===== config.mk =====
export PLATFORM = sky130hd
export DESIGN_NAME = sfs_top
export DESIGN_NICKNAME = d
export VERILOG_FILES = /design/src/sfs_pkg.sv /design/src/sfs_tbase_if.sv /design/src/sfs_sync_gen.sv /design/src/sfs_top.sv
export SDC_FILE = /design/constraint.sdc
export NUM_CORES = 1
export LEC_CHECK = 0
export ABC_CLOCK_PERIOD_IN_PS = 17550
export BUFFER_PORTS_ARGS = -buffer_cell sky130_fd_sc_hd__buf_2
export CELL_PAD_IN_SITES_DETAIL_PLACEMENT = 0
export CELL_PAD_IN_SITES_GLOBAL_PLACEMENT = 1
export CORE_MARGIN = 4
export CORE_UTILIZATION = 40
export DETAILED_ROUTE_END_ITERATION = 7
export GPL_TIMING_DRIVEN = 0
export HOLD_SLACK_MARGIN = 0.06
export PLACE_DENSITY_LB_ADDON = 0.1
export SLEW_MARGIN = 30
export SYNTH_ARGS = -nofsm -noshare
export SYNTH_HDL_FRONTEND = slang
export SYNTH_SLANG_ARGS = --single-unit

===== constraint.sdc =====
create_clock -name clk -period 17.55 [get_ports clk]
set_input_delay 0.8775 -clock clk [delete_from_list [all_inputs] [get_ports clk]]
set_output_delay 0.8775 -clock clk [all_outputs]
set_load 0.01 [all_outputs]

===== src/sfs_pkg.sv =====
package sfs_pkg;
  // ------------------------------------------------------------
  // Clock and timing
  // ------------------------------------------------------------
  localparam int CLK_PERIOD_PS = 25000;
  localparam int PULSE_W_NS    = 320;
  localparam int LEAD_NS       = 760;
  localparam int TMO_US        = 80;
  localparam int PULSE_W_CYC   = (PULSE_W_NS * 1000 + CLK_PERIOD_PS - 1)
                                 / CLK_PERIOD_PS;
  localparam int LEAD_CYC      = (LEAD_NS * 1000 + CLK_PERIOD_PS - 1)
                                 / CLK_PERIOD_PS;
  localparam int TMO_CYC       = (TMO_US * 1000000) / CLK_PERIOD_PS;
  // Window as 90 % .. 110 % of the expected period
  localparam logic [23:0] WIN_LO_NUM = 24'h000009;
  localparam logic [23:0] WIN_HI_NUM = 24'h00000B;
  localparam logic [23:0] WIN_DEN    = 24'h00000A;

  // ------------------------------------------------------------
  // Register indices (byte address is four times the index)
  // ------------------------------------------------------------
  localparam logic [15:0] IDX_CHA    = 16'hFE0A;
  localparam logic [15:0] IDX_CHB    = 16'hFE0B;
  localparam logic [15:0] IDX_CHC    = 16'hFE0C;
  localparam logic [15:0] IDX_REFSEL = 16'hFE0E;
  localparam logic [15:0] IDX_OUTCFG = 16'hFE0F;
  localparam logic [15:0] IDX_CTRL   = 16'hFE10;
  localparam logic [15:0] IDX_PER_A  = 16'hFE11;
  localparam logic [15:0] IDX_PER_B  = 16'hFE12;
  localparam logic [15:0] IDX_PER_C  = 16'hFE13;
  localparam logic [15:0] IDX_STATUS = 16'hFE14;

  // ------------------------------------------------------------
  // Fields and reset values
  // ------------------------------------------------------------
  localparam int MULT_LSB    = 6;
  localparam int REF_C_BIT   = 3;
  localparam int OUT_EN_BIT  = 3;
  localparam int CTRL_SYN_FN = 0;
  localparam int CTRL_EN_LSB = 1;
  localparam logic [7:0]  CFG_RST = 8'h00;
  localparam logic [15:0] PER_RST = 16'h0190;

  typedef logic [1:0] sfs_mult_t;
endpackage


===== src/sfs_tbase_if.sv =====
`timescale 1ns/1ps
interface sfs_tbase_if;
  logic [15:0] period;
  logic        enable;
  logic        pulse;
  logic        cycle_start;
  modport ctl (output period, output enable,
               input pulse, input cycle_start);
  modport gen (input period, input enable,
               output pulse, output cycle_start);
endinterface


===== src/sfs_sync_gen.sv =====
`timescale 1ns/1ps
module sfs_sync_gen
  import sfs_pkg::*;
(
  input  wire logic clk,
  input  wire logic reset,
  sfs_tbase_if.gen  tb
);
  typedef struct packed {
    logic [15:0] cnt;
    logic        pulse;
    logic        start;
  } sfs_gen_s;

  sfs_gen_s st_ff;
  sfs_gen_s nxt_st;
  logic [15:0] pulse_at;
  // Lead in cycles, as a plain delay for the checks
  localparam int LEAD_D = LEAD_CYC;

  // ------------------------------------------------------------
  // Reference timebase at the preset period
  // ------------------------------------------------------------
  always_comb begin
    nxt_st = st_ff;
    pulse_at = tb.period - 16'(LEAD_CYC);
    nxt_st.start = 1'b0;
    if (!tb.enable) begin
      nxt_st.cnt = '0;
      nxt_st.pulse = 1'b0;
    end else begin
      if (st_ff.cnt >= tb.period - 16'h0001) begin
        nxt_st.cnt = '0;
        nxt_st.start = 1'b1;
      end else begin
        nxt_st.cnt = st_ff.cnt + 16'h0001;
      end
      nxt_st.pulse = (nxt_st.cnt >= pulse_at) &&
                     (nxt_st.cnt < pulse_at + 16'(PULSE_W_CYC));
    end
  end

  always_ff @(posedge clk) begin
    if (reset) begin
      st_ff <= '0;
    end else begin
      st_ff <= nxt_st;
    end
  end

  assign tb.pulse = st_ff.pulse;
  assign tb.cycle_start = st_ff.start;
endmodule


===== src/sfs_top.sv =====
// Local design decisions: register access over APB and the address map.
`timescale 1ns/1ps
module sfs_top
  import sfs_pkg::*;
(
  input  wire logic        clk,
  input  wire logic        reset,
  input  wire logic        psel,
  input  wire logic        penable,
  input  wire logic        pwrite,
  input  wire logic [17:0] paddr,
  input  wire logic [31:0] pwdata,
  output logic      [31:0] prdata,
  output logic             pready,
  output logic             pslverr,
  input  wire logic        flag_or_sync_in_pin,
  input  wire logic        flag_out_level,
  output logic             flag_or_sync_out_pin,
  output logic             flag_in_level,
  output logic             sync_locked,
  output logic      [2:0]  chan_sync_locked,
  output logic      [19:0] ext_period
);
  typedef struct packed {
    logic [7:0]       cfg_a;
    logic [7:0]       cfg_b;
    logic [7:0]       cfg_c;
    logic [7:0]       refsel;
    logic [7:0]       outcfg;
    logic [3:0]       ctrl;
    logic [15:0]      per_a;
    logic [15:0]      per_b;
    logic [15:0]      per_c;
    logic [2:0]       sync_in;
    logic             in_lvl;
    logic [19:0]      cnt;
    logic             have_edge;
    logic             locked;
    logic [2:0]       lock_ch;
    logic [19:0]      meas;
    logic             pin;
    logic [31:0]      rdata;
  } sfs_top_s;

  sfs_top_s    st_ff;
  sfs_top_s    nxt_st;
  sfs_tbase_if tb ();

  logic        acc;
  logic [15:0] idx;
  logic        hit;
  logic [2:0]  en;
  logic [1:0]  sel;
  sfs_mult_t   best;
  logic [15:0] sel_per;
  logic [19:0] expect_per;
  logic [23:0] lo_b;
  logic [23:0] hi_b;
  logic        edge_det;
  logic        sync_fn;
  logic        in_win;

  sfs_sync_gen u_gen (
    .clk   (clk),
    .reset (reset),
    .tb    (tb)
  );

  // ------------------------------------------------------------
  // Reference selection and expected window
  // ------------------------------------------------------------
  assign sync_fn = st_ff.ctrl[CTRL_SYN_FN];
  assign en = st_ff.ctrl[CTRL_EN_LSB +: 3];
  assign tb.period = st_ff.refsel[REF_C_BIT] ? st_ff.per_c : st_ff.per_a;
  assign tb.enable = st_ff.outcfg[OUT_EN_BIT];

  always_comb begin
    sel = 2'h0;
    best = st_ff.cfg_a[MULT_LSB +: 2];
    sel_per = st_ff.per_a;
    if (!en[0] || (en[1] && st_ff.cfg_b[MULT_LSB +: 2] < best)) begin
      if (en[1]) begin
        sel = 2'h1;
        best = st_ff.cfg_b[MULT_LSB +: 2];
        sel_per = st_ff.per_b;
      end
    end
    if (en[2] && ((en[0] || en[1]) == 1'b0 ||
                  st_ff.cfg_c[MULT_LSB +: 2] < best)) begin
      sel = 2'h2;
      best = st_ff.cfg_c[MULT_LSB +: 2];
      sel_per = st_ff.per_c;
    end
  end

  assign expect_per = {4'h0, sel_per} << best;
  assign lo_b = ({4'h0, expect_per} * WIN_LO_NUM) / WIN_DEN;
  assign hi_b = ({4'h0, expect_per} * WIN_HI_NUM) / WIN_DEN;
  assign in_win = ({4'h0, st_ff.cnt} >= lo_b) &&
                  ({4'h0, st_ff.cnt} <= hi_b);

  // ------------------------------------------------------------
  // APB decode
  // ------------------------------------------------------------
  assign acc = psel && penable;
  assign idx = paddr[17:2];
  assign hit = (idx == IDX_CHA) || (idx == IDX_CHB) ||
               (idx == IDX_CHC) || (idx == IDX_REFSEL) ||
               (idx == IDX_OUTCFG) || (idx == IDX_CTRL) ||
               (idx == IDX_PER_A) || (idx == IDX_PER_B) ||
               (idx == IDX_PER_C) || (idx == IDX_STATUS);

  assign edge_det = !st_ff.in_lvl && st_ff.sync_in[1] && st_ff.sync_in[2];

  always_comb begin
    nxt_st = st_ff;
    if (acc && pwrite) begin
      if (idx == IDX_CHA) begin
        nxt_st.cfg_a = pwdata[7:0];
      end else if (idx == IDX_CHB) begin
        nxt_st.cfg_b = pwdata[7:0];
      end else if (idx == IDX_CHC) begin
        nxt_st.cfg_c = pwdata[7:0];
      end else if (idx == IDX_REFSEL) begin
        nxt_st.refsel = pwdata[7:0];
      end else if (idx == IDX_OUTCFG) begin
        nxt_st.outcfg = pwdata[7:0];
      end else if (idx == IDX_CTRL) begin
        nxt_st.ctrl = pwdata[3:0];
      end else if (idx == IDX_PER_A) begin
        nxt_st.per_a = pwdata[15:0];
      end else if (idx == IDX_PER_B) begin
        nxt_st.per_b = pwdata[15:0];
      end else if (idx == IDX_PER_C) begin
        nxt_st.per_c = pwdata[15:0];
      end
    end
    nxt_st.rdata = '0;
    if (psel && !penable && !pwrite) begin
      if (idx == IDX_CHA) begin
        nxt_st.rdata = {24'h000000, st_ff.cfg_a};
      end else if (idx == IDX_CHB) begin
        nxt_st.rdata = {24'h000000, st_ff.cfg_b};
      end else if (idx == IDX_CHC) begin
        nxt_st.rdata = {24'h000000, st_ff.cfg_c};
      end else if (idx == IDX_REFSEL) begin
        nxt_st.rdata = {24'h000000, st_ff.refsel};
      end else if (idx == IDX_OUTCFG) begin
        nxt_st.rdata = {24'h000000, st_ff.outcfg};
      end else if (idx == IDX_CTRL) begin
        nxt_st.rdata = {28'h0000000, st_ff.ctrl};
      end else if (idx == IDX_PER_A) begin
        nxt_st.rdata = {16'h0000, st_ff.per_a};
      end else if (idx == IDX_PER_B) begin
        nxt_st.rdata = {16'h0000, st_ff.per_b};
      end else if (idx == IDX_PER_C) begin
        nxt_st.rdata = {16'h0000, st_ff.per_c};
      end else if (idx == IDX_STATUS) begin
        nxt_st.rdata = {st_ff.meas, 6'h00, sel, st_ff.lock_ch,
                        st_ff.locked};
      end
    end

    nxt_st.sync_in = {st_ff.sync_in[1:0], flag_or_sync_in_pin};
    if (st_ff.sync_in[1] == st_ff.sync_in[2]) begin
      nxt_st.in_lvl = st_ff.sync_in[2];
    end

    if (edge_det) begin
      // Edge cycle counts as the first cycle of the new interval
      nxt_st.cnt = 20'h00001;
      nxt_st.have_edge = 1'b1;
      nxt_st.meas = st_ff.cnt;
      if (st_ff.have_edge) begin
        nxt_st.locked = in_win && (en != 3'h0);
      end
    end else begin
      if (st_ff.cnt != 20'hFFFFF) begin
        nxt_st.cnt = st_ff.cnt + 20'h00001;
      end
      if (st_ff.cnt >= 20'(TMO_CYC)) begin
        nxt_st.locked = 1'b0;
        nxt_st.have_edge = 1'b0;
      end
    end
    if (!sync_fn) begin
      nxt_st.locked = 1'b0;
      nxt_st.have_edge = 1'b0;
    end
    nxt_st.lock_ch = nxt_st.locked ? en : 3'h0;

    nxt_st.pin = st_ff.outcfg[OUT_EN_BIT] ? tb.pulse : flag_out_level;
  end

  always_ff @(posedge clk) begin
    if (reset) begin
      st_ff <= '0;
      st_ff.per_a <= PER_RST;
      st_ff.per_b <= PER_RST;
      st_ff.per_c <= PER_RST;
    end else begin
      st_ff <= nxt_st;
    end
  end

  assign prdata = st_ff.rdata;
  assign pready = 1'b1;
  assign pslverr = acc && !hit;
  assign flag_or_sync_out_pin = st_ff.pin;
  assign flag_in_level = sync_fn ? 1'b0 : st_ff.in_lvl;
  assign sync_locked = st_ff.locked;
  assign chan_sync_locked = st_ff.lock_ch;
  assign ext_period = st_ff.meas;
endmodule


Yosys cells after proc, flatten, opt, wreduce, memory -nomap -nowiden
Cells that the tools add are included.
- register bits after elaboration: 191
- input port bits: 57
- $add $sub $neg: 5
- multipliers: 2
- div/mod/pow operators: 2
- $lt $le $gt $ge: 8
- equality and inequality tests: 12
- shift-type cells: 1
- multiplexer cells: 29
- bitwise gates (word level): 14
- reductions and logical operators: 48
- operator list (operator ; number):
    $eq A16 B16 Y1 const B ; 10
    $mux W16 ; 10
    $div A24 B4 Y24 const B ; 2
    $mul A20 B4 Y24 const B ; 2
    $mux W8 ; 6
    $ge A16 B16 Y1 ; 2
    $ge A20 B24 Y1 ; 1
    $le A20 B24 Y1 ; 1
    $add A20 B1 Y20 const B ; 1
    $ge A20 B12 Y1 const B ; 1
    $ne A20 B20 Y1 const B ; 1
    $shl A16 B2 Y20 ; 1
    $add A16 B1 Y16 const B ; 1
    $add A16 B4 Y16 const B ; 1
    $lt A16 B16 Y1 ; 1
    $sub A16 B1 Y16 const B ; 1
    $sub A16 B5 Y16 const B ; 1
    $not A1 Y1 ; 14
    $logic_and A1 B1 Y1 ; 12
    $logic_or A1 B1 Y1 ; 12
    $reduce_or A12 Y1 ; 1
    $mux W2 ; 5
    $reduce_and A10 Y1 ; 1
    $reduce_or A2 Y1 ; 5
    16 further kinds ; 28

Depth between registers and ports, before layout
Gate-level depths: netlist of run 1.
- word-level depth: 19
- mapped depth: 98
- mapped depth without buffers: 90

Cells and area by module
A second synthesis of run 1 with hierarchy kept.
- cell total of the unflattened synthesis: 2793
- area, all modules: 21217.8 µm²
- by module, submodules not included (module ; times used ; cells an instance ; area an instance (µm²)):
    sfs_top ; 1 ; 2432 ; 18365.1
    sfs_sync_gen ; 1 ; 361 ; 2852.7

Least setup slack after synthesis of run 1
No wires, ideal clock.
- kind: register to register
- from: reg st_ff[173] in the netlist's numbering
- to: reg st_ff (netlist bit chan_sync_locked[0])
- setup time: 116 ps
- arrival time: 16151 ps
- required time: 17434 ps
- slack: 1283 ps
- cell stages (with the launch flop): 90
- cells stage by stage: dfxtp_1 inv_1 ha_1 nand2_1 o211ai_2 buf_6 mux2i_2 ha_1 nor2_1 o21a_1 o31a_1 nor2_1 clkbuf_1 buf_1 mux2_2 a21boi_0 ha_1 ha_1 [... 54 more ...] o21ai_0 nand2b_1 a21oi_1 nor2b_1 o21ai_0 nand2b_1 a21oi_1 nor2b_1 o21ai_0 nand2b_1 a21oi_1 nor2b_1 o21ai_0 nand2b_1 a21oi_1 o31ai_1 nand3b_1 nor2_1
- cells in the longest elaborated chain, start to end: 19
- elaborated cells between the ends (all ways): 25
- those cells by class: 2 x mul; 2 x div; 4 x order compare; 1 x shift; 8 x mux; 1 x bitwise; 7 x reduce/logical
- RTL lines (what ; line ; text):
    start: declaration ; sfs_top.sv:45 ; sfs_top_s st_ff;
    start signal: assignment ; sfs_top.sv:202 ; st_ff <= nxt_st;
    $lt A2 B2 Y1 ; sfs_top.sv:81 ; if (!en[0] || (en[1] && st_ff.cfg_b[MULT_LSB +: 2] < best)) begin
    $logic_and A1 B1 Y1 ; sfs_top.sv:81 ;
    $logic_or A1 B1 Y1 ; sfs_top.sv:81 ;
    $mux W2 ; sfs_top.sv:81 ;
    $lt A2 B2 Y1 ; sfs_top.sv:89 ; st_ff.cfg_c[MULT_LSB +: 2] < best)) begin
    $logic_or A1 B1 Y1 ; sfs_top.sv:88 ; if (en[2] && ((en[0] || en[1]) == 1'b0 ||
    $logic_and A1 B1 Y1 ; sfs_top.sv:88 ;
    $mux W16 or $mux W2 (tied branches) ; sfs_top.sv:88 ;
    [... 3 more ...] ; - ;
    $ge A20 B24 Y1 or $le A20 B24 Y1 (tied branches) ; sfs_top.sv:99, sfs_top.sv:100 ;
    $logic_and A1 B1 Y1 (*) ; sfs_top.sv:99 ; assign in_win = ({4'h0, st_ff.cnt} >= lo_b) &&
    $logic_and A1 B1 Y1 (*) ; sfs_top.sv:175 ; nxt_st.locked = in_win && (en != 3'h0);
    $mux W1 (*) ; sfs_top.sv:174 ; if (st_ff.have_edge) begin
    $mux W3 (*) ; sfs_top.sv:169 ; if (edge_det) begin
    $mux W1 (*) ; sfs_top.sv:186 ; if (!sync_fn) begin
    $not A1 Y1 (no line) (*) ; - ;
    $reduce_or A2 Y1 (no line) (*) ; - ;
Every way passes the cells marked *; elsewhere a longest branch is shown, timed or not.
A chain may end at the register's enable or synchronous reset.

Final worst setup path of run 1
Same ends and word-level chain as after synthesis.

==> impl_results.md, run 1 <==
- WHS Endpoint: nxt_st[81]$_SDFF_PP0_
- Synth Area in Compound Gates: 0.247
- # H-tree levels: 4
- Vias in the first global route: 19,721
- Crit path kind: flop to flop
- # nets final: 3,253
- Die Height: 237 um
- Pwr dens: 36.9 mW/mm^2
- DR vias: 21,701
- FF-to-FF Start: st_ff[173]$_SDFFE_PP0P_
- Grt ovf: 0
- Post-synthesis mux area share: 0.0638
- Critical Path Fanout Max: 10
- Tot GR Track Use: 0.240
- Worst setup SP type: flop
- Sink Count: 191
- R2r setup slk: 0.85 ns
- Fillcell total: 5,249
- Drt pass-1 iters: 7
- Post-Synth Simple-Gate Area: 0.250
- XOR/XNOR Fraction of Synth Area: 0.0565
- Yosys top cell by area: dfxtp_1
- Post-synthesis cell type count: 122
- Number of synthesis warnings: 0
- First-pass GRT wire length: 111,000 um
- Synth Instances: 2,837
- RR Endpoint: chan_sync_locked[0]$_SDFF_PP0_
- F_max: 0.0599 GHz
- Vias per inst: 5.87
- Final Skew: 0.0250 ns
- Delay of the slowest critical-path stage: 0.60 ns
- Die Area: 0.0561 mm^2
- Post-DP HPWL: 54,600 um
- Ant. Diodes: 0
- Chip width: 237 um
- Largest family of logic cells by synthesized area: simple AND/OR/NAND/NOR gates
- Worst endpoint data arrival time: 17.09 ns
- FF/Latch Area: 0.00383 mm^2
- Ys async rst share: 0
- Hold path start: nxt_st[80]$_SDFF_PP0_
- Hold path cells: 1
- Util after Layout: 0.473
- Worst-case clock buffer depth: 2
- Setup violators final: 0
- Layout area overhead: 16.5%
- Synth Register Bits: 191
- Min-Delay Path Class: flop to flop
- Avg Inst Size Synth: 7.38 um^2
- Tmin final: 16.70 ns
- TritonCTS buffer count: 17
- Seq/Total Area, Yosys: 0.183
- Post-synth EDFFs: 0
- Footprint of the multi-input gates: 0.0164 mm^2
- Worst Path Required: 17.94 ns
- Slew Viols, Final: 0
- Post-synth net total: 3,084
- Port Buf Inserts: 89
- WHS: 0.448 ns
- Yosys top cell area share: 0.183
- RePlAce Congestion: 0.908
- Crit. End Element: flop
- Status: finished clean
- DR iter-0 viols: 1,739
- Post-route DRC: 0
- Worst Tran Pin Value: 0.997 ns
- Largest net degree at the start of global routing: 25
- # rows: 83
- CTS tree: yes
- Layout cells sized above 1: 0.172
- Leakage power: 10.1 nW
- CTS root buf: clkbuf_16
- Ys flop type: dfxtp_1
- WL final: 70,800 um
- Relative max-transition margin: 0.330
- Reg clk slew, reported paths: 0.09 ns
- Ranking of synthesized cells by area: dfxtp_1 (18%), ha_1 (10%), nand2_1 (5.8%), a21oi_1 (5.5%), mux2i_1 (5.2%)
- Max-cap violations: 0
- FF-to-FF path depth: 92
- Initial core utilization: 0.406
- Final Hold Viols: 0
- Area of the core: 0.0516 mm^2
- Final worst path period share: 0.951
- WL/cell: 19.1 um
- Post-Syn Area: 0.0209 mm^2
- Final ANT Viol Nets: 0
- Ports: 117
- IR drop worst, VDD: 0.0542 mV
- Synth Area in Adders: 0.124
- Clk Latency, worst-skew pair: 0.51 ns
- Most frequent cells in the layout: nand2_1 (318), nor2_1 (270), a21oi_1 (215), dfxtp_1 (189), ha_1 (165)
- Crit-path slowest cell: or4_1
- Commonest non-fill, non-tap cell in the layout: nand2_1
- Antenna violations before repair: 0
## flip-flops by register name, indices dropped and copies added, names as in the netlist
signal and cells:
sync_locked 1, nxt_st 2, en 3, u_gen.tb.pulse 1, ext_period 20, prdata 32
u_gen.st_ff 16, chan_sync_locked 3, flag_or_sync_out_pin 1, st_ff 112
## cell families (layout without fill, tap and decap cells)
logic type / count (synthesis) / in the layout
compound gates: 760 / 760
fa+ha+maj: 199 / 199
xor+xnor: 135 / 135
simple gates: 1079 / 1080
other cells: 1 / 1
buf+inv: 343 / 524
mux: 129 / 129
flops: 191 / 191
## critical path, delay by kind of cell, from the launching register on
family / cells / cell delay (ns)
AOI/OAI and AO/OA: 39 / 7.12
and+or+nand+nor: 32 / 5.22
buffers and inverters: 12 / 1.82
DFF: 1 / 0.38
muxes: 2 / 0.41
adders and majority gates: 7 / 1.65
## stage by stage
| stage | setup TNS (ns) | instances | power (W) | area, um^2 | setup WS (ns) |
|---|---|---|---|---|---|
| CTS | 0 | 3650 | 0.000909 | 23400 | 0.00195 |
| detailed placement | -7.93 | 3606 | 0.000477 | 22200 | -1.98 |
| finish | 0 | 3699 | 0.000901 | 24400 | 0.853 |
| global placement | -7.99 | 3606 | 0.000476 | 22200 | -2.01 |
| floorplan | 0 | 2837 | 0.000461 | 20900 | 1.28 |
| global route | -0.258 | 3699 | 0.000925 | 24400 | -0.0775 |
## per-layer routing
metal | wire length, um | global-route usage | vias up
met2 | 31900 | 0.377 | 610
met3 | 3680 | 0.0337 | 56
met1 | 34400 | 0.353 | 10447
li1 | - | - | 10588
met4 | 854 | 0.0405 | 0
met5 | 0 | 0 | -
## cell type report
cell class                      count  share of cell area
Buffer                            205              0.0485
Timing Repair Buffer              153              0.0379
Multi-Input combinational cell   2304               0.674
Inverter                          134              0.0209
Clock inverter                     15             0.00949
Sequential cell                   191               0.157
Clock buffer                       17              0.0174
Tap cell                          680              0.0349
## report_power, final
| part | internal (W) | switching (W) |
|---|---|---|
| Clock | 0.000203 | 0.000231 |
| Combinational | 0.00000957 | 0.0000219 |
| Sequential | 0.000434 | 0.00000163 |
| Total | 0.000646 | 0.000254 |
## synthesized netlist by cell type, types with 8 or more instances
library cell,count
a211o_1,8
a211oi_1,22
a21boi_0,9
a21o_1,29
a21oi_1,231
a22oi_1,17
a31oi_1,29
and2_1,31
and3_1,27
buf_1,12
buf_2,20
buf_4,66
clkbuf_1,107
dfxtp_1,191
fa_1,17
ha_1,173
inv_1,126
maj3_1,8
mux2_2,16
mux2i_1,109
nand2_1,321
nand2b_1,42
nand3_1,83
nand3b_1,22
nand4_1,25
nor2_1,277
nor2b_1,40
nor3_1,91
nor3b_1,8
nor4_1,32
o2111ai_1,10
o211ai_1,27
o21a_1,16
o21ai_0,144
o21ai_1,21
o221ai_1,11
o22ai_1,17
o31ai_1,14
or3_1,16
or4_1,14
xnor2_1,90
xor2_1,45
## timing repair
item / 4_1_cts / 5_1_grt
endpoints found under the setup margin: 4 / 4
gates resized for setup: 86 / 169
gates cloned: 0 / 2
hold buffers: 0 / 0
setup buffers: 16 / 47
pin swaps: 16 / 50
## how the worst max path moves through the flow
| stage | slack, ns | cells after the start | endpoint | startpoint |
|---|---|---|---|---|
| 3_5_place_dp | -1.98 | 91 | chan_sync_locked[2]$_SDFF_PP0_ | st_ff[173]$_SDFFE_PP0P_ |
| 3_3_place_gp | -2.01 | 90 | chan_sync_locked[2]$_SDFF_PP0_ | st_ff[173]$_SDFFE_PP0P_ |
| 6_report | 0.85 | 92 | chan_sync_locked[0]$_SDFF_PP0_ | st_ff[173]$_SDFFE_PP0P_ |
| 2_1_floorplan | 1.28 | 89 | chan_sync_locked[0]$_SDFF_PP0_ | st_ff[173]$_SDFFE_PP0P_ |
| 4_1_cts | 0.002 | 90 | chan_sync_locked[0]$_SDFF_PP0_ | st_ff[173]$_SDFFE_PP0P_ |
| 5_1_grt | -0.08 | 95 | sync_locked$_SDFF_PP0_ | st_ff[173]$_SDFFE_PP0P_ |
(Power assumes the default switching activity.)
==> run 2: changes to the inputs <==
ABC_CLOCK_PERIOD_IN_PS = 17150   (was 17550)
clock period = 17.15 ns   (was 17.55 ns; I/O delays follow)
==> run 2 against run 1 <==
Sequential power is 2% higher. Cell area increased by 2.0%. Fmax is 1.7% higher. Cell count grew 0.87%. Clock power grew 3%. Clock skew about the same. Register-to-register slack got worse by 0.13 ns. Power rose by 2.4%. Sequential cell count unchanged. Sequential share of layout area decreased by 0.31 points. Non-clock buffer count increased by 33. Critical endpoint unchanged. Largest cell class unchanged. Largest power group unchanged.
==> impl_results.md, run 2 (same netlist as run 1, synthesis figures left out) <==
- DR vias: 21,894 (+0.89%)
- Switch Pwr: 0.000261 W (+2.5%)
- Delay of the slowest critical-path stage: 0.45 ns (-0.15 ns)
- Buf/Inv on CP: 10 (-2)
- WHS: 0.448 ns (-0.0000770 ns)
- Kind of cell adding the most delay to the critical path: compound AO/OA/AOI/OAI gates
- WL/cell: 19.2 um (+0.13%)
- Clock power frac: 0.482 (about the same)
- Crit-path slowest cell: o311ai_4
- Final Hold Viols: 0 (unchanged)
- Reg clk slew, reported paths: 0.09 ns (about the same)
- Ant. Diodes: 0 (unchanged)
- Worst endpoint data arrival time: 16.81 ns (-0.28 ns)
- Largest register by flop count: st_ff
- Crit path kind: flop to flop
- Sw frac: 0.283 (+0.000421)
- # rows: 83 (unchanged)
- Final Skew: 0.0247 ns (-0.000217 ns)
- First-pass GRT wire length: 111,000 um (+0.54%)
- Worst Path Required: 17.54 ns (-0.40 ns)
- Critical Path Fanout Max: 10 (unchanged)
- Sink Count: 191 (unchanged)
- TritonCTS buffer count: 17 (unchanged)
- Pwr dens: 37.1 mW/mm^2 (+0.40%)
- DR iter-0 viols: 1,835 (+5.5%)
- CTS tree: yes
- Final ANT Viol Nets: 0 (unchanged)
- Layout area overhead: 18.9%
- Status: finished clean
- Gate power share: 0.035 (about the same)
- Util after Layout: 0.482 (+0.00938)
- Vias in the first global route: 19,850 (+0.65%)
- Largest net degree at the start of global routing: 25 (unchanged)
- Final worst path period share: 0.958 (+0.00617)
- Tot GR Track Use: 0.241 (+0.00108)
- FF-to-FF Start: st_ff[173]$_SDFFE_PP0P_
- Worst Tran Pin Value: 0.985 ns (-0.0116 ns)
- Min-Delay Path Class: flop to flop
- Commonest non-fill, non-tap cell in the layout: nand2_1
- Most frequent cells in the layout: nand2_1 (317), nor2_1 (268), a21oi_1 (209), dfxtp_1 (189), buf_4 (165)
- Leakage power: 10.3 nW (+1.9%)
- Crit. End Element: flop
- Max-cap violations: 0 (unchanged)
- Worst-case clock buffer depth: 2 (unchanged)
- Die Area: 0.0561 mm^2 (unchanged)
- Hold buffers post-CTS: 0 (unchanged)
- Worst setup SP type: flop
- Fin area: 0.0249 mm^2 (+2.0%)
- Initial core utilization: 0.406 (unchanged)
- Max reg flops: 112 (unchanged)
- Slew Viols, Final: 0 (unchanged)
- Antenna violations before repair: 0 (unchanged)
- IR drop worst, VDD: 0.0555 mV (+2.4%)
- P_int: 0.000661 W (+2.3%)
- Post-DP HPWL: 54,600 um (unchanged)
- Area of the core: 0.0516 mm^2 (unchanged)
- CTS root buf: clkbuf_16
- Grt ovf: 0 (unchanged)
- # nets final: 3,285 (+0.98%)
- Layout cells sized above 1: 0.187 (+0.0156)
- Port Buf Inserts: 89 (unchanged)
- Clk Latency, worst-skew pair: 0.51 ns (about the same)
- R2r setup slk: 0.73 ns (-0.13 ns)
- Chip width: 237 um (unchanged)
- Critical Path Source: st_ff[173]$_SDFFE_PP0P_
- Ports: 117 (unchanged)
- Post-route DRC: 0 (unchanged)
- F_max: 0.0609 GHz (+1.7%)
- Die Height: 237 um (unchanged)
- RePlAce Congestion: 0.908 (unchanged)
- Hold path start: nxt_st[80]$_SDFF_PP0_
- Placed Instance Area: 0.0222 mm^2 (unchanged)
- Setup violators final: 0 (unchanged)
- WL final: 71,500 um (+1.0%)
- Sequential Power Share: 0.483 (about the same)
- # H-tree levels: 4 (unchanged)
- Tmin final: 16.42 ns (-0.275 ns)
- Vias per inst: 5.87 (about the same)
- Relative max-transition margin: 0.338 (+0.00781)
- Drt pass-1 iters: 6 (-1)
## run 2: changes by cell type in the layout (fill, tap and decap cells not counted), moves of 4 or more
cell and change:
buf_4 +31, o21ai_1 +5, a21oi_2 +6, ha_4 +5, ha_1 -4, o21ai_0 -7, buf_12 +4, a21oi_1 -6
## run 2: through the flow
step                      setup slack (ns)  total power [W]  TNS (ns)  instances
after floorplan                      0.883         0.000472         0       2837
after global placement               -2.41         0.000488     -9.59       3606
after detailed placement             -2.38         0.000488     -9.53       3606
after CTS                          0.00513         0.000930         0       3657
after global routing                -0.205         0.000946    -0.770       3731
final                                0.728         0.000922         0       3731
## run 2: repair_timing
action | 4_1_cts | 5_1_grt
pin swaps | 26 | 66
buffers inserted | 23 | 73
resized for setup | 134 | 152
setup endpoints to repair | 4 | 4
gates cloned | 0 | 2
## run 2: routing by layer
metal,up-vias,track usage,share of wire
met5,-,0,0
met4,0,0.0418,0.014
met3,66,0.0344,0.051
met2,619,0.378,0.45
met1,10572,0.355,0.49
li1,10637,-,-
## run 2: power groups by stage
stage,Sequential [W],Combinational [W],Clock [W]
after floorplan,0.000455,0.0000168,0
after global placement,0.000456,0.0000315,0
after detailed placement,0.000456,0.0000318,0
after CTS,0.000446,0.0000319,0.000453
after global routing,0.000446,0.0000350,0.000466
final,0.000445,0.0000322,0.000445
## run 2: layout make-up
| type | count | area (um^2) |
|---|---|---|
| Fill cell | 5215 | 26700 |
| Multi-Input combinational cell | 2303 | 16600 |
| Sequential cell | 191 | 3830 |
| Timing Repair Buffer | 187 | 1230 |
| Buffer | 204 | 1200 |
| Tap cell | 680 | 851 |
| Inverter | 134 | 509 |
| Clock buffer | 17 | 425 |
| Clock inverter | 15 | 231 |
## run 2: worst register-to-register path, delay by kind of cell (launching register included)
family          cells  cell delay [ns]
flops               1             0.38
fa+ha+maj           7             1.85
simple gates       28             3.45
xor+xnor            2             0.23
mux                 3             0.63
buf+inv            10             1.44
compound gates     41             8.33
## run 2: final timing paths
check | endpoint | depth (start not counted)
min reg2reg | nxt_st[81]$_SDFF_PP0_ | 1
min | nxt_st[81]$_SDFF_PP0_ | 1
max reg2reg | chan_sync_locked[0]$_SDFF_PP0_ | 91
max | chan_sync_locked[0]$_SDFF_PP0_ | 91
==> run 3: changes to the inputs <==
SYNTH_HIERARCHICAL = 1   (was unset)
==> run 3 against run 2 <==
Worst hold slack worse by 0.0051 ns. Count of clock-buffer cells in the layout up 2. Utilization down 2.1 points. Via count down 2.4%. Clock skew down 0.015 ns. Global-route usage down 0.12 points. Power down 4.8%. Non-clock buffer count down 50. First-iteration DRC count down 22%. Sequential cell count unchanged. Largest cell class unchanged.
==> impl_results.md, run 3 <==
- IR drop worst, VDD: 0.0706 mV (+27%)
- TritonCTS buffer count: 17 (unchanged)
- Port Buf Inserts: 89 (unchanged)
- Worst Path Required: 17.49 ns (-0.05 ns)
- WL/cell: 19.7 um (+2.7%)
- Vias per inst: 5.86 (about the same)
- Sequential Power Share: 0.508 (+0.025)
- Final Skew: 0.00971 ns (-0.0150 ns)
- Clock power frac: 0.455 (-0.027)
- Chip width: 238 um (+0.60%)
- Min-Delay Path Class: flop to flop
- Die Height: 238 um (+0.60%)
- Critical Path Fanout Max: 10 (unchanged)
- First-pass GRT wire length: 111,000 um (about the same)
- Tmin final: 16.22 ns (-0.201 ns)
- Initial core utilization: 0.403 (-0.00230)
- RePlAce Congestion: 0.922 (+1.6%)
- Area of the core: 0.0526 mm^2 (+1.8%)
- Leakage power: 9.99 nW (-3.1%)
- Worst setup SP type: flop
- Grt ovf: 0 (unchanged)
- Final worst path period share: 0.946 (-0.0117)
- R2r setup slk: 0.93 ns (+0.20 ns)
- Relative max-transition margin: 0.395 (+0.0569)
- DR iter-0 viols: 1,440 (-22%)
- Status: finished clean
- Final ANT Viol Nets: 0 (unchanged)
- Tot Pwr: 0.000878 W (-4.8%)
- CTS root buf: clkbuf_16
- Avg Inst Size Synth: 7.59 um^2 (+2.9%)
- Die Area: 0.0567 mm^2 (+1.2%)
- Max reg flops: 112 (unchanged)
- Pwr dens: 36.3 mW/mm^2 (-2.2%)
- Pre-CTS WS: -1.85 ns (+0.540 ns)
- P_int: 0.000649 W (-1.9%)
- Worst Tran Pin Value: 0.901 ns (-0.0848 ns)
- Switch Pwr: 0.000229 W (-12%)
- Setup violators final: 0 (unchanged)
- Largest register by flop count: st_ff
- Sink Count: 191 (unchanged)
- Post-Place Cells: 3,570 (-1.0%)
- Slew Viols, Final: 0 (unchanged)
- # H-tree levels: 4 (unchanged)
- Antenna violations before repair: 0 (unchanged)
- Largest net degree at the start of global routing: 20 (-20%)
- # nets final: 3,191 (-2.9%)
- Post-DP HPWL: 55,500 um (+1.6%)
- Layout area overhead: 14.3%
- Synth Instances: 2,791 (-1.6%)
- Commonest non-fill, non-tap cell in the layout: nand2_1
- Fin worst setup slack: 0.929 ns (+0.201 ns)
- Most frequent cells in the layout: nand2_1 (338), nor2_1 (249), a21oi_1 (190), dfxtp_1 (190), ha_1 (168)
- Ports: 117 (unchanged)
- Post-synth net total: 3,039 (-1.5%)
- Drt pass-1 iters: 7 (+1)
- F_max: 0.0616 GHz (+1.2%)
- Post-Syn Area: 0.0212 mm^2 (+1.2%)
- Reg clk slew, reported paths: 0.08 ns (about the same)
- Max-cap violations: 0 (unchanged)
- Delay of the slowest critical-path stage: 0.45 ns (about the same)
- Sw frac: 0.261 (-0.0215)
- Tot GR Track Use: 0.240 (-0.00122)
- DR vias: 21,365 (-2.4%)
- Crit-path slowest cell: ha_1
- Most frequent CP cell: nand2b_1
- # rows: 84 (+1.2%)
- Post-route DRC: 0 (unchanged)
- Worst endpoint data arrival time: 16.56 ns (-0.25 ns)
- Layout cells sized above 1: 0.186 (-0.000751)
- Ant. Diodes: 0 (unchanged)
- WL final: 71,800 um (+0.35%)
- Final Hold Viols: 0 (unchanged)
- Crit. End Element: flop
- Post-Layout Cell Count: 3,644 (-2.3%)
- Gate power share: 0.037 (+0.002)
- Worst-case clock buffer depth: 2 (unchanged)
- Number of synthesis warnings: 6 (+6)
- Crit path kind: flop to flop
- Vias in the first global route: 20,215 (+1.8%)
- CTS tree: yes
- Fillcell total: 5,409 (+3.7%)
- Clk Latency, worst-skew pair: 0.46 ns (-0.05 ns)
run 3: area by class of cell:
| class | count | area, um^2 | area share |
|---|---|---|---|
| inverters | 119 | 453 | 0.0187 |
| plain buffers | 203 | 1160 | 0.0478 |
| clock buffers | 19 | 433 | 0.0179 |
| clock inverters | 13 | 150 | 0.00620 |
| well taps | 688 | 861 | 0.0355 |
| repair buffers | 138 | 808 | 0.0334 |
| multi-input cells | 2273 | 16500 | 0.683 |
| flip-flops and latches | 191 | 3820 | 0.158 |
run 3: metrics by stage:
stage | hold WS, ns | TNS, ns | instance area (um^2) | util
6_report | 0.443 | 0 | 24200 | 0.461
3_5_place_dp | 0.428 | -7.36 | 22500 | 0.429
4_1_cts | 0.446 | 0 | 23500 | 0.446
5_1_grt | 0.456 | -0.348 | 24200 | 0.461
2_1_floorplan | 0.414 | 0 | 21200 | -
3_3_place_gp | 0.420 | -6.07 | 22500 | 0.428
run 3: path summary, 6_finish.rpt:
| kind | startpoint | end | cells past startpoint |
|---|---|---|---|
| setup reg to reg | st_ff[173]$_SDFFE_PP0P_ | chan_sync_locked[2]$_SDFF_PP0_ | 84 |
| hold reg to reg | nxt_st[80]$_SDFF_PP0_ | nxt_st[81]$_SDFF_PP0_ | 1 |
| setup / recovery | st_ff[173]$_SDFFE_PP0P_ | chan_sync_locked[2]$_SDFF_PP0_ | 84 |
| hold / removal | nxt_st[80]$_SDFF_PP0_ | nxt_st[81]$_SDFF_PP0_ | 1 |
run 3: repair_timing:
item                                    in CTS  in global routing
setup buffers                               16                 30
gates cloned                                 0                  1
endpoints found under the setup margin       4                  4
pin swaps                                   12                 41
gates resized for setup                     74                134
hold buffers                                 0                  0
run 3: critical path, delay by kind of cell, from the launching register on:
kind / cells / cell delay (ns)
DFF: 1 / 0.35
and+or+nand+nor: 26 / 3.84
AOI/OAI and AO/OA: 33 / 6.42
buffers and inverters: 8 / 1.26
muxes: 6 / 1.57
adders and majority gates: 8 / 2.29
xor gates and xnor gates: 3 / 0.33
run 3: power groups by stage:
stage          logic (W)  clock network (W)  registers [W]
2_1_floorplan  0.0000169                  0       0.000456
6_report       0.0000323           0.000400       0.000446
3_5_place_dp   0.0000320                  0       0.000457
5_1_grt        0.0000349           0.000423       0.000446
4_1_cts        0.0000321           0.000407       0.000446
3_3_place_gp   0.0000317                  0       0.000457
run 3: routing by layer:
metal	part of all wire	up-vias	track usage
met1	0.44	10336	0.314
met4	0.014	0	0.0468
met3	0.035	67	0.0170
met2	0.51	511	0.435
li1	-	10451	-
met5	0	-	0
